File: config.mk
export PLATFORM = sky130hd
export DESIGN_NAME = cbsc_system_control
export DESIGN_NICKNAME = d
export VERILOG_FILES = /design/src/include/cbsc_pkg.sv /design/src/logic/cbsc_activity_flag.sv /design/src/logic/cbsc_system_control.sv
export SDC_FILE = /design/constraint.sdc
export NUM_CORES = 1
export LEC_CHECK = 0
export ABC_AREA = 1
export BUFFER_PORTS_ARGS = -buffer_cell sky130_fd_sc_hd__clkbuf_2
export CORE_UTILIZATION = 35
export CTS_CLUSTER_SIZE = 28
export DETAILED_ROUTE_END_ITERATION = 8
export HOLD_SLACK_MARGIN = 0.06
export SETUP_SLACK_MARGIN = 0.1
export SYNTH_ARGS = -nofsm -noshare
export SYNTH_HDL_FRONTEND = slang
export SYNTH_HIERARCHICAL = 1
export SYNTH_SLANG_ARGS = --single-unit
File: constraint.sdc
create_clock -name sys_clk -period 1.6 [get_ports sys_clk]
set_input_delay 0.08 -clock sys_clk [delete_from_list [all_inputs] [get_ports sys_clk]]
set_output_delay 0.08 -clock sys_clk [all_outputs]
set_load 0.1 [all_outputs]
File: src/include/cbsc_pkg.sv
package cbsc_pkg;

	localparam logic [3:0] CBSC_SYS_CTRL_OFFSET = 4'h0;
	localparam logic [3:0] CBSC_IRQ_STAT_OFFSET = 4'h4;
	localparam logic [3:0] CBSC_MON_OFFSET = 4'h8;

	localparam int CBSC_MGMT_IRQ_FLAG_BIT = 25;
	localparam int CBSC_MGMT_IRQ_MODE_BIT = 24;
	localparam int CBSC_PM_REV_BIT = 23;
	localparam int CBSC_RSVD_DRIVE_BIT = 22;
	localparam int CBSC_SUPPLY_OFF_BIT = 21;
	localparam int CBSC_REDUCED_VIDEO_BIT = 20;
	localparam int CBSC_DMA_REQ_EN_BIT = 19;
	localparam int CBSC_DMA_CHAN_LSB = 16;
	localparam int CBSC_BURST_DN_BIT = 15;
	localparam int CBSC_BURST_UP_BIT = 14;
	localparam int CBSC_ACTIVITY_BIT = 13;
	localparam int CBSC_RSVD_ONE_BIT = 12;
	localparam int CBSC_STREAM_BIT = 11;
	localparam int CBSC_UP_WAIT_BIT = 10;
	localparam int CBSC_DOWN_WAIT_BIT = 9;
	localparam int CBSC_PROBE_BIT = 8;
	localparam int CBSC_AUTO_SW_BIT = 7;
	localparam int CBSC_IDLE_GATE_BIT = 6;

	localparam logic [2:0] CBSC_DMA_CHAN_RESET = 3'h4;
	localparam logic [2:0] CBSC_DMA_CHAN_MASTER = 3'h4;

	typedef struct packed {
		logic mgmtIrqModeEnable;
		logic pmRevisionSelect;
		logic reservedPinDrive;
		logic supplyProtectOff;
		logic reducedVideoEnable;
		logic cardDmaRequestEnable;
		logic [2:0] dmaChannelAssign;
		logic readBurstDownstream;
		logic readBurstUpstream;
		logic autoSwitchAllow;
		logic idleClockGate;
	} cbsc_ctrl_type;

	localparam cbsc_ctrl_type CBSC_CTRL_RESET = '{
		mgmtIrqModeEnable: 1'b0,
		pmRevisionSelect: 1'b0,
		reservedPinDrive: 1'b1,
		supplyProtectOff: 1'b0,
		reducedVideoEnable: 1'b0,
		cardDmaRequestEnable: 1'b0,
		dmaChannelAssign: CBSC_DMA_CHAN_RESET,
		readBurstDownstream: 1'b1,
		readBurstUpstream: 1'b0,
		autoSwitchAllow: 1'b0,
		idleClockGate: 1'b0
	};

	typedef struct packed {
		logic streamActive;
		logic upWait;
		logic downWait;
		logic probeActive;
	} cbsc_stat_type;

	typedef struct packed {
		logic dmaValid;
		logic dmaIs16;
		logic [2:0] dmaChannel;
	} cbsc_dma_type;

endpackage

File: src/logic/cbsc_activity_flag.sv
`timescale 1ns/1ps
module cbsc_activity_flag
	import cbsc_pkg::*;
(
	input wire logic sys_clk,
	input wire logic reset,
	input wire logic cardAccess,
	input wire logic readClear,
	output logic flag
);
	logic flag_reg;
	logic flag_next;

	// set beats the read that clears it in the same cycle
	assign flag_next = cardAccess | (flag_reg & ~readClear);
	assign flag = flag_reg;

	always_ff @(posedge sys_clk) begin
		if (reset) begin
			flag_reg <= 1'b0;
		end else begin
			flag_reg <= flag_next;
		end
	end
endmodule // cbsc_activity_flag

File: src/logic/cbsc_system_control.sv
// Function
// - mode bit makes power writes raise interrupt
// - bit 23 picks power-management revision
// - bit 22 drives reserved pins low with a high-speed card
// - bit 21 set disables supply protection
// - bit 20 floats address lines A25-A22
// - bit 19 gates card DMA requests
// - channel field maps 8/16-bit, 4 master
// - bit 15 allows downstream read bursts
// - bit 14 allows upstream read bursts
// - activity bit sets on access, read clears
// - bit 12 always reads one
// - bit 11 shows power stream busy
// - bit 10 shows power-up delay
// - bit 9 shows power-down delay
// - bit 8 shows socket probe running
// - bit 7 gates auto switch control
// - bit 6 stops idle high-speed card clocking
// - interrupt flag set on write, write-one clears
//
// Chosen here: the Avalon-MM slave port and the address map.
`timescale 1ns/1ps
module cbsc_system_control
	import cbsc_pkg::*;
(
	input wire logic sys_clk,
	input wire logic reset,
	input wire logic [3:0] avs_address,
	input wire logic avs_read,
	input wire logic avs_write,
	input wire logic [31:0] avs_writedata,
	input wire logic [3:0] avs_byteenable,
	output logic [31:0] avs_readdata,
	output logic avs_waitrequest,
	input wire logic socketPowerWrite,
	input wire logic cardAccess,
	input wire logic powerStreamBusy,
	input wire logic powerUpDelay,
	input wire logic powerDownDelay,
	input wire logic cardProbeBusy,
	input wire logic highSpeedCard,
	input wire logic cardIdle,
	input wire logic cardClockStopped,
	input wire logic cardDmaRequest,
	input wire logic legacyAutoSwitch,
	output logic mgmtIrq,
	output logic pmRev11,
	output logic reservedPinOut,
	output logic reservedPinOe,
	output logic supplyProtectOn,
	output logic addrHighFloat,
	output logic dmaRequestOut,
	output cbsc_dma_type dmaSelect,
	output logic burstDownAllow,
	output logic burstUpAllow,
	output logic autoSwitchOn,
	output logic cardFsmClockEnable
);
	cbsc_ctrl_type ctrl_reg;
	cbsc_ctrl_type ctrl_next;
	cbsc_stat_type stat_reg;
	logic irqFlag_reg;
	logic irqFlag_next;
	logic ack_reg;
	logic [31:0] readData_reg;
	logic [31:0] readData_next;
	logic [31:0] sysWord;
	logic activity;
	logic [2:0] sync1_reg;
	logic [2:0] sync2_reg;
	logic [2:0] sync3_reg;
	logic [2:0] syncStable_reg;

	function automatic logic laneBit(input logic [3:0] be, input int bitPos);
		laneBit = be[bitPos / 8];
	endfunction

	function automatic logic wrBit(input logic cur, input int bitPos,
			input logic [3:0] be, input logic [31:0] wd);
		wrBit = laneBit(be, bitPos) ? wd[bitPos] : cur;
	endfunction

	// one-cycle wait state per access, then the answer
	wire accessReq = avs_read | avs_write;
	wire accessDone = accessReq & ack_reg;
	wire selCtrl = avs_address == CBSC_SYS_CTRL_OFFSET;
	wire selMon = avs_address == CBSC_MON_OFFSET;
	wire ctrlWrite = avs_write & accessDone & selCtrl;
	// activity clears on the edge that captures it, so no access is lost
	wire ctrlRead = avs_read & ~ack_reg & selCtrl;
	assign avs_waitrequest = accessReq & ~ack_reg;

	// pins from the socket side; accepted when stages two and three agree
	wire [2:0] pinRaw = {cardDmaRequest, cardIdle, cardClockStopped};
	wire [2:0] pinAgree = ~(sync2_reg ^ sync3_reg);
	wire [2:0] pinClean = (pinAgree & sync2_reg) | (~pinAgree & syncStable_reg);
	wire dmaReqPin = pinClean[2];
	wire idlePin = pinClean[1];
	wire clkStopPin = pinClean[0];

	wire irqClearWrite = ctrlWrite & laneBit(avs_byteenable,
		CBSC_MGMT_IRQ_FLAG_BIT) & avs_writedata[CBSC_MGMT_IRQ_FLAG_BIT];
	wire irqSet = ctrl_reg.mgmtIrqModeEnable & socketPowerWrite;
	assign irqFlag_next = irqSet | (irqFlag_reg & ~irqClearWrite);

	cbsc_activity_flag cbsc_activity_flag_inst (
		.sys_clk(sys_clk),
		.reset(reset),
		.cardAccess(cardAccess),
		.readClear(ctrlRead),
		.flag(activity)
	);

	// status bits take no write data
	always_comb begin
		ctrl_next = ctrl_reg;
		if (ctrlWrite) begin
			ctrl_next.mgmtIrqModeEnable = wrBit(ctrl_reg.mgmtIrqModeEnable,
				CBSC_MGMT_IRQ_MODE_BIT, avs_byteenable, avs_writedata);
			ctrl_next.pmRevisionSelect = wrBit(ctrl_reg.pmRevisionSelect,
				CBSC_PM_REV_BIT, avs_byteenable, avs_writedata);
			ctrl_next.reservedPinDrive = wrBit(ctrl_reg.reservedPinDrive,
				CBSC_RSVD_DRIVE_BIT, avs_byteenable, avs_writedata);
			ctrl_next.supplyProtectOff = wrBit(ctrl_reg.supplyProtectOff,
				CBSC_SUPPLY_OFF_BIT, avs_byteenable, avs_writedata);
			ctrl_next.reducedVideoEnable = wrBit(ctrl_reg.reducedVideoEnable,
				CBSC_REDUCED_VIDEO_BIT, avs_byteenable, avs_writedata);
			ctrl_next.cardDmaRequestEnable = wrBit(
				ctrl_reg.cardDmaRequestEnable, CBSC_DMA_REQ_EN_BIT,
				avs_byteenable, avs_writedata);
			if (laneBit(avs_byteenable, CBSC_DMA_CHAN_LSB)) begin
				ctrl_next.dmaChannelAssign =
					avs_writedata[CBSC_DMA_CHAN_LSB +: 3];
			end
			ctrl_next.readBurstDownstream = wrBit(
				ctrl_reg.readBurstDownstream, CBSC_BURST_DN_BIT,
				avs_byteenable, avs_writedata);
			ctrl_next.readBurstUpstream = wrBit(ctrl_reg.readBurstUpstream,
				CBSC_BURST_UP_BIT, avs_byteenable, avs_writedata);
			ctrl_next.autoSwitchAllow = wrBit(ctrl_reg.autoSwitchAllow,
				CBSC_AUTO_SW_BIT, avs_byteenable, avs_writedata);
			ctrl_next.idleClockGate = wrBit(ctrl_reg.idleClockGate,
				CBSC_IDLE_GATE_BIT, avs_byteenable, avs_writedata);
		end
	end

	always_comb begin
		sysWord = 32'h0000_0000;
		sysWord[CBSC_MGMT_IRQ_FLAG_BIT] = irqFlag_reg;
		sysWord[CBSC_MGMT_IRQ_MODE_BIT] = ctrl_reg.mgmtIrqModeEnable;
		sysWord[CBSC_PM_REV_BIT] = ctrl_reg.pmRevisionSelect;
		sysWord[CBSC_RSVD_DRIVE_BIT] = ctrl_reg.reservedPinDrive;
		sysWord[CBSC_SUPPLY_OFF_BIT] = ctrl_reg.supplyProtectOff;
		sysWord[CBSC_REDUCED_VIDEO_BIT] = ctrl_reg.reducedVideoEnable;
		sysWord[CBSC_DMA_REQ_EN_BIT] = ctrl_reg.cardDmaRequestEnable;
		sysWord[CBSC_DMA_CHAN_LSB +: 3] = ctrl_reg.dmaChannelAssign;
		sysWord[CBSC_BURST_DN_BIT] = ctrl_reg.readBurstDownstream;
		sysWord[CBSC_BURST_UP_BIT] = ctrl_reg.readBurstUpstream;
		sysWord[CBSC_ACTIVITY_BIT] = activity;
		sysWord[CBSC_RSVD_ONE_BIT] = 1'b1;
		sysWord[CBSC_STREAM_BIT] = stat_reg.streamActive;
		sysWord[CBSC_UP_WAIT_BIT] = stat_reg.upWait;
		sysWord[CBSC_DOWN_WAIT_BIT] = stat_reg.downWait;
		sysWord[CBSC_PROBE_BIT] = stat_reg.probeActive;
		sysWord[CBSC_AUTO_SW_BIT] = ctrl_reg.autoSwitchAllow;
		sysWord[CBSC_IDLE_GATE_BIT] = ctrl_reg.idleClockGate;
	end

	// unmapped offsets read zero; the flag alias sits at its own word too
	always_comb begin
		readData_next = 32'h0000_0000;
		if (avs_read & ~ack_reg) begin
			if (selCtrl) begin
				readData_next = sysWord;
			end else if (avs_address == CBSC_IRQ_STAT_OFFSET) begin
				readData_next = {31'h0000_0000, irqFlag_reg};
			end else if (selMon) begin
				readData_next = {29'h0000_0000, dmaReqPin, idlePin,
					clkStopPin};
			end
		end else begin
			readData_next = readData_reg;
		end
	end

	always_ff @(posedge sys_clk) begin
		if (reset) begin
			ctrl_reg <= CBSC_CTRL_RESET;
		end else begin
			ctrl_reg <= ctrl_next;
		end
	end

	always_ff @(posedge sys_clk) begin
		if (reset) begin
			irqFlag_reg <= 1'b0;
		end else begin
			irqFlag_reg <= irqFlag_next;
		end
	end

	always_ff @(posedge sys_clk) begin
		if (reset) begin
			ack_reg <= 1'b0;
		end else begin
			ack_reg <= accessReq & ~ack_reg;
		end
	end

	always_ff @(posedge sys_clk) begin
		if (reset) begin
			readData_reg <= 32'h0000_0000;
		end else begin
			readData_reg <= readData_next;
		end
	end

	// status levels come from the power switch and probe logic
	always_ff @(posedge sys_clk) begin
		if (reset) begin
			stat_reg <= '0;
		end else begin
			stat_reg.streamActive <= powerStreamBusy;
			stat_reg.upWait <= powerUpDelay;
			stat_reg.downWait <= powerDownDelay;
			stat_reg.probeActive <= cardProbeBusy;
		end
	end

	always_ff @(posedge sys_clk) begin
		if (reset) begin
			sync1_reg <= 3'h0;
		end else begin
			sync1_reg <= pinRaw;
		end
	end

	always_ff @(posedge sys_clk) begin
		if (reset) begin
			sync2_reg <= 3'h0;
		end else begin
			sync2_reg <= sync1_reg;
		end
	end

	always_ff @(posedge sys_clk) begin
		if (reset) begin
			sync3_reg <= 3'h0;
		end else begin
			sync3_reg <= sync2_reg;
		end
	end

	always_ff @(posedge sys_clk) begin
		if (reset) begin
			syncStable_reg <= 3'h0;
		end else begin
			syncStable_reg <= pinClean;
		end
	end

	assign avs_readdata = readData_reg;
	assign mgmtIrq = irqFlag_reg;
	assign pmRev11 = ctrl_reg.pmRevisionSelect;

	// reserved pins: low while driven, else floated
	assign reservedPinOut = 1'b0;
	assign reservedPinOe = highSpeedCard & ctrl_reg.reservedPinDrive;
	assign supplyProtectOn = ~ctrl_reg.supplyProtectOff;
	assign addrHighFloat = ctrl_reg.reducedVideoEnable;
	assign dmaRequestOut = ctrl_reg.cardDmaRequestEnable & dmaReqPin;

	wire [2:0] chan = ctrl_reg.dmaChannelAssign;
	assign dmaSelect.dmaValid = chan != CBSC_DMA_CHAN_MASTER;
	assign dmaSelect.dmaIs16 = chan[2];
	assign dmaSelect.dmaChannel = chan;

	assign burstDownAllow = ctrl_reg.readBurstDownstream;
	assign burstUpAllow = ctrl_reg.readBurstUpstream;
	assign autoSwitchOn = ctrl_reg.autoSwitchAllow & legacyAutoSwitch;

	wire gateIdle = ctrl_reg.idleClockGate & highSpeedCard & idlePin
		& clkStopPin;
	assign cardFsmClockEnable = ~gateIdle;
endmodule // cbsc_system_control

==> summary.txt, run 1 <==
Run status
  – Status: finished clean

Drt
  – Routed WL: 4700 um
  – Routed wire length per instance: 10.5 um
  – Initial DRC count: 35
  – WL met3: 242 um
  – Sum of routed wire segments on met1: 2150 um
  – Via density: 4.26
  – TritonRoute pass-1 iters: 4
  – DRC violations left: 0
  – Via Count: between 1500 and 2000
  – Antenna viol nets, final: 0
  – Met2 wire len: 2270 um
  – Highest routed layer: met4

Clock network
  – Worst-path clk slew: 0.10 ns
  – Clock Tree Buf Depth: 2
  – Postcts setup bufs: 0
  – Number of CTS-inserted buffers: 5
  – H-tree levels: 2
  – Later-pin clock latency in the skew report: 0.30 ns
  – CTS tree: built
  – Clock Tree Root: clkbuf_8
  – Clock tree sinks: 55

Synth
  – Synth unique cells: 24
  – Synth top cells by count: 61 x nand2_1, 55 x dfxtp_1, 43 x nor2_1
  – Yosys reg bits: 55
  – Area leader, netlist: dfxtp_1
  – Post-synth ARST share: 0
  – Largest cells by area after synthesis: dfxtp_1 51%, nand2_1 11%, nor2_1 7.4%
  – Post-synth EDFFs: 0
  – Mean Syn Cell Area: 7.82 sq um
  – Synth Flop Type: dfxtp_1
  – Post-Syn Area: approximately 0.0022 sq mm
  – Top-area cell type share of the netlist area: 0.506
  – Sequential element share of the synthesized area: 0.506
  – Yosys warns: 6
  – Cells after synthesis: 278
  – Count leader, synth: nand2_1

Floorplan
  – Initial Util: 0.365
  – Std-Cell Rows: 28
  – Ports: roughly 100
  – Die H: 80.8 um
  – Die ar.: 0.00653 sq mm
  – CORE AREA: 0.00596 sq mm
  – Die W: 80.8 um

Power and ir drop
  – Max VDD drop: 0.337 mV
  – Gate power share: 0.143
  – Power density cells: 865 mW/mm^2
  – Net switching power: 0.701 mW
  – Clock Power Share: 0.297
  – Net switching fraction of the power: 0.280
  – Leakage power figure: 1.33 nW
  – Power Internal: 1.80 mW
  – Sequential power share: 0.560
  – Total Power: 2.50 mW

Layout
  – Share of cells above drive strength 1: 0.310
  – Max reg flops: 23
  – Fillers: 644
  – Area delta synth->final: 32.9%
  – Diode count: 0
  – Nets: 428

Timing
  – RSZ-0062 raised after global routing: yes
  – Tmin final: 1.45 ns
  – Max frequency: 692 MHz
  – Final slew viol count: 0
  – Hold Vio Cnt, Final: 0
  – Final Cycle Share: 0.904
  – Least-Margin Pin Slew: around 0.56 ns
  – Final-report setup violation count: 0
  – Relative slew slack: 0.627
  – Clock Skews: 0.00941 ns
  – Setup TNS Final: 0 ns

Placement
  – IO buf count: 75
  – HPWL Detailed: 3270 um
  – Routability congestion estimate: 0.710

Hold path
  – Min-delay src: avs_byteenable[3]
  – Hold Crit Depth: 3
  – Hold path endpoint: ctrl_reg[12]
  – Worst min-delay path category: in -> reg

Worst setup path
  – Reg2Reg Depth: 4
  – CP max-delay cell: or2_1
  – Reg2Reg Setup Slack: 0.15 ns
  – Worst EP required: 1.85 ns
  – CP arrival: 1.69 ns
  – Crit-path cells: or2_1 -> nor2_4 -> nand2_2 -> a21oi_2
  – Setup crit end kind: flop
  – Reg-to-Reg End: avs_readdata[21]
  – Startpoint types: flop
  – Reg2Reg Launch Point: ack_reg
  – Worst path max stage delay: 0.42 ns
  – Crit path kind: reg -> reg
  – Worst-path fanout max: 10

Global route
  – First-pass GRT wire length: 7920 um
  – GR Overflow Total: 0
  – Total global-route track usage: 0.156
  – Largest net degree at the start of global routing: 22
  – Initial antenna violation count: 0
  – Vias in the first global route: 1790

Run
  – Max-Cap Viols: 0
==> stage by stage <==
| stage | cell area (sq um) | setup slack, ns | util | hold WS, ns | std cells |
|---|---|---|---|---|---|
| after floorplan | 2220 | 0.0891 | - | 0.142 | 287 |
| after global placement | 2560 | 0.207 | 0.429 | 0.277 | 417 |
| after detailed placement | 2560 | 0.219 | 0.429 | 0.282 | 417 |
| after CTS | 2870 | 0.144 | 0.483 | 0.0611 | 448 |
| after global routing | 2890 | 0.0625 | 0.485 | 0.0782 | 449 |
| final | 2890 | 0.154 | 0.485 | 0.0726 | 449 |
==> routing by layer <==
layer	track usage	vias up
li1	-	1013
met1	0.185	841
met2	0.272	54
met3	0.0449	6
met4	0.0429	0
met5	0	-
==> critical path: cells and delay by family, from the launching register on <==
family | cells | cell delay, ns
flip-flops | 1 | 0.35
AND/OR/NAND/NOR | 3 | 0.93
AO/OA/AOI/OAI | 1 | 0.12
==> power groups by stage <==
stage / Clock, mW / Combinational (mW) / Sequential (mW)
final: 0.742 / 0.358 / 1.40
after global routing: 0.841 / 0.387 / 1.40
after CTS: 0.775 / 0.358 / 1.40
after detailed placement: 0 / 0.313 / 1.43
after global placement: 0 / 0.312 / 1.43
after floorplan: 0 / 0.242 / 1.45
==> worst max path at each step <==
stage          depth (start not counted)                           end          from  slack, ns
4_1_cts                                4            cardFsmClockEnable  sync2_reg[0]       0.14
3_5_place_dp                           5  cbsc_activity_flag_inst/flag       ack_reg       0.22
5_1_grt                                4              avs_readdata[21]       ack_reg       0.06
6_report                               4              avs_readdata[21]       ack_reg       0.15
3_3_place_gp                           5  cbsc_activity_flag_inst/flag       ack_reg       0.21
2_1_floorplan                          3            cardFsmClockEnable  sync2_reg[0]       0.09
==> cell families after synthesis <==
logic type,synth area share
and+or+nand+nor,0.254
buffers and inverters,0.135
DFF,0.506
AOI/OAI and AO/OA,0.103
other,0.00172
==> repair_timing <==
action,CTS,global route
gates resized for setup,1,2
endpoints found under the setup margin,1,3
cloned,0,1
pin swaps,0,1
hold endpoints to repair,23,0
hold buffers,23,0
==> final cells by class <==
type	count	area [sq um]	share of cell area
Tap cell	75	93.8	0.0325
Clock buffer	6	72.6	0.0251
Timing Repair Buffer	103	652	0.226
Multi-Input combinational cell	176	835	0.289
Inverter	32	121	0.0420
Sequential cell	55	1100	0.382
Clock inverter	2	12.5	0.00433
==> cell usage in the layout (no fill, tap or decap) <==
master	instances
nand2_1	61
inv_1	31
clkinvlp_4	1
o21ai_0	9
nor2_8	1
nor2_4	2
dlygate4sd3_1	23
nand3_1	7
a21oi_2	10
buf_6	1
nor2_1	41
nor2_2	3
dfxtp_2	1
buf_4	6
o21a_1	2
nand2_2	10
conb_1	10
clkinv_2	2
clkbuf_2	73
dfxtp_1	54
clkbuf_8	5
a21oi_1	16
clkbuf_1	1
nand4_1	1
nor3_2	1
nor3_1	1
or2_1	1
No activity file was read; power rests on OpenSTA's default activity.
==> run 2: changes to the inputs <==
PLACE_DENSITY = 0.62   (was default)
==> run 2 against run 1 <==
  * First-iteration DRC count is 140% higher
  * Die area unchanged
  * Worst setup slack improved by 0.049 ns
  * Cell area shrank 0.48%
  * Sequential share of layout area rose by 0.18 points
  * Critical path type is now reg -> out
  * Critical endpoint is now cardFsmClockEnable
  * Largest cell class unchanged
  * Largest power group unchanged
  * Highest routed layer unchanged
==> summary.txt, run 2 (same netlist as run 1, synthesis figures left out) <==
Run status
  – Status: finished clean

Drt
  – Initial DRC count: 83
  – Via density: approximately 4.2
  – DRC violations left: 0
  – Antenna viol nets, final: 0
  – Routed WL: 4700 um
  – Via Count: 1887
  – TritonRoute pass-1 iters: 6
  – Routed wire length per instance: 10.5 um

Layout
  – Non-Filler Instances: 447
  – Diode count: 0
  – Share of cells above drive strength 1: 0.312
  – Finished Core Util: 0.483
  – Area delta synth->final: 32.2%
  – Max reg flops: 23
  – Nets: about 430
  – Commonest non-fill, non-tap cell in the layout: clkbuf_2
  – Commonest non-fill, non-tap cells in the layout: 73 x clkbuf_2, 61 x nand2_1, 54 x dfxtp_1, 41 x nor2_1, 31 x inv_1

Power and ir drop
  – Max VDD drop: between 0.3 and 0.4 mV
  – Leakage power figure: 1.33 nW
  – Total Power: 2.50 mW
  – Power density cells: 871 mW/mm^2

Timing
  – Final Cycle Share: 0.873
  – Final slew viol count: 0
  – Clock Skews: 0.00735 ns
  – Tmin final: 1.40 ns
  – Least-Margin Pin Slew: 0.563 ns
  – Setup TNS Final: 0 ns
  – Worst hold slack: 0.0774 ns
  – RSZ-0062 raised after global routing: no
  – Max frequency: 716 MHz
  – Hold Vio Cnt, Final: 0
  – Relative slew slack: 0.626
  – Final-report setup violation count: 0

Hold path
  – Hold path endpoint: burstDownAllow
  – Min-delay src: avs_byteenable[1]
  – Hold Crit Depth: 4
  – Worst min-delay path category: in -> reg

Global route
  – Initial antenna violation count: 0
  – GR Overflow Total: 0
  – Largest net degree at the start of global routing: 22
  – Vias in the first global route: around 1800
  – Total global-route track usage: 0.155
  – First-pass GRT wire length: 7760 um

Worst setup path
  – Worst path max stage delay: 0.35 ns
  – Setup crit end kind: primary output
  – Reg2Reg Setup Slack: roughly 0.3 ns
  – Reg-to-Reg End: avs_readdata[25]
  – Startpoint types: flop
  – Crit-path cells: nand2_1 -> a21oi_2 -> nand4_1 -> buf_4
  – Worst EP required: 1.52 ns
  – CP max-delay cell: dfxtp_2
  – CP arrival: 1.32 ns
  – Reg2Reg Depth: 4
  – Worst-path fanout max: 3
  – Crit path kind: reg -> out
  – Reg2Reg Launch Point: ack_reg

Clock network
  – Later-pin clock latency in the skew report: 0.30 ns
  – Clock Tree Buf Depth: 2
  – Number of CTS-inserted buffers: 5
  – H-tree levels: 2
  – Clock Tree Root: clkbuf_8
  – Clock tree sinks: 55
  – Postcts setup bufs: 0
  – Worst-path clk slew: 0.10 ns
  – CTS tree: built

Placement
  – HPWL Detailed: about 3400 um
  – Routability congestion estimate: just over 0.7
  – IO buf count: 75
  – Placed Cells: 416

Floorplan
  – Ports: 104
  – CORE AREA: 0.00596 sq mm
  – Die ar.: between 0.006 and 0.007 sq mm
  – Die H: 80.8 um
  – Initial Util: 0.365
  – Std-Cell Rows: 28
  – Die W: 80.8 um

Run
  – Max-Cap Viols: 0
-- run 2: what timing repair did --
action | CTS | global route
gates resized for setup | 1 | 3
hold buffers | 23 | 0
setup endpoints to repair | 1 | 19
pin swaps | 0 | 0
endpoints found under the hold margin | 22 | 0
-- run 2: worst max path at each step --
| stage | end | startpoint | cells past startpoint |
|---|---|---|---|
| 2_1_floorplan | cardFsmClockEnable | sync2_reg[0] | 3 |
| 6_report | cardFsmClockEnable | sync2_reg[0] | 4 |
| 3_3_place_gp | cbsc_activity_flag_inst/flag | ack_reg | 5 |
| 5_1_grt | dmaRequestOut | sync2_reg[2] | 6 |
| 4_1_cts | avs_readdata[25] | ack_reg | 4 |
| 3_5_place_dp | cbsc_activity_flag_inst/flag | ack_reg | 5 |
-- run 2: where the power goes --
| part | internal, mW | leakage, nW | switching (mW) |
|---|---|---|---|
| Combinational | 0.102 | 0.839 | 0.254 |
| Clock | 0.309 | 0.0483 | 0.439 |
| Sequential | 1.39 | 0.447 | 0.0102 |
| Total | 1.80 | 1.33 | 0.704 |
-- run 2: area by class of cell --
class | count | area, sq um
fillers | 592 | 3080
flip-flops and latches | 55 | 1100
multi-input cells | 175 | 826
repair buffers | 102 | 644
inverters | 32 | 121
well taps | 75 | 93.8
clock buffers | 5 | 68.8
clock inverters | 3 | 18.8
-- run 2: stage by stage --
step	instance area (sq um)	setup WS (ns)
2_1_floorplan	2220	0.0891
3_3_place_gp	2550	0.193
3_5_place_dp	2550	0.159
4_1_cts	2870	0.132
5_1_grt	2880	0.100
6_report	2880	0.204
-- run 2: metal layers --
metal	share of wire	routed length [um]	vias up	track usage
met5	0	0	-	0
met3	0.045	210	2	0.0494
met2	0.49	2300	53	0.272
li1	-	-	1010	-
met1	0.46	2170	822	0.183
met4	0.0032	15	0	0.0375
-- run 2: worst max-delay path, delay by kind of cell (launching register included) --
family | cells | cell delay, ns
AO/OA/AOI/OAI | 1 | 0.20
AND/OR/NAND/NOR | 2 | 0.21
flip-flops | 1 | 0.35
buffers and inverters | 1 | 0.27
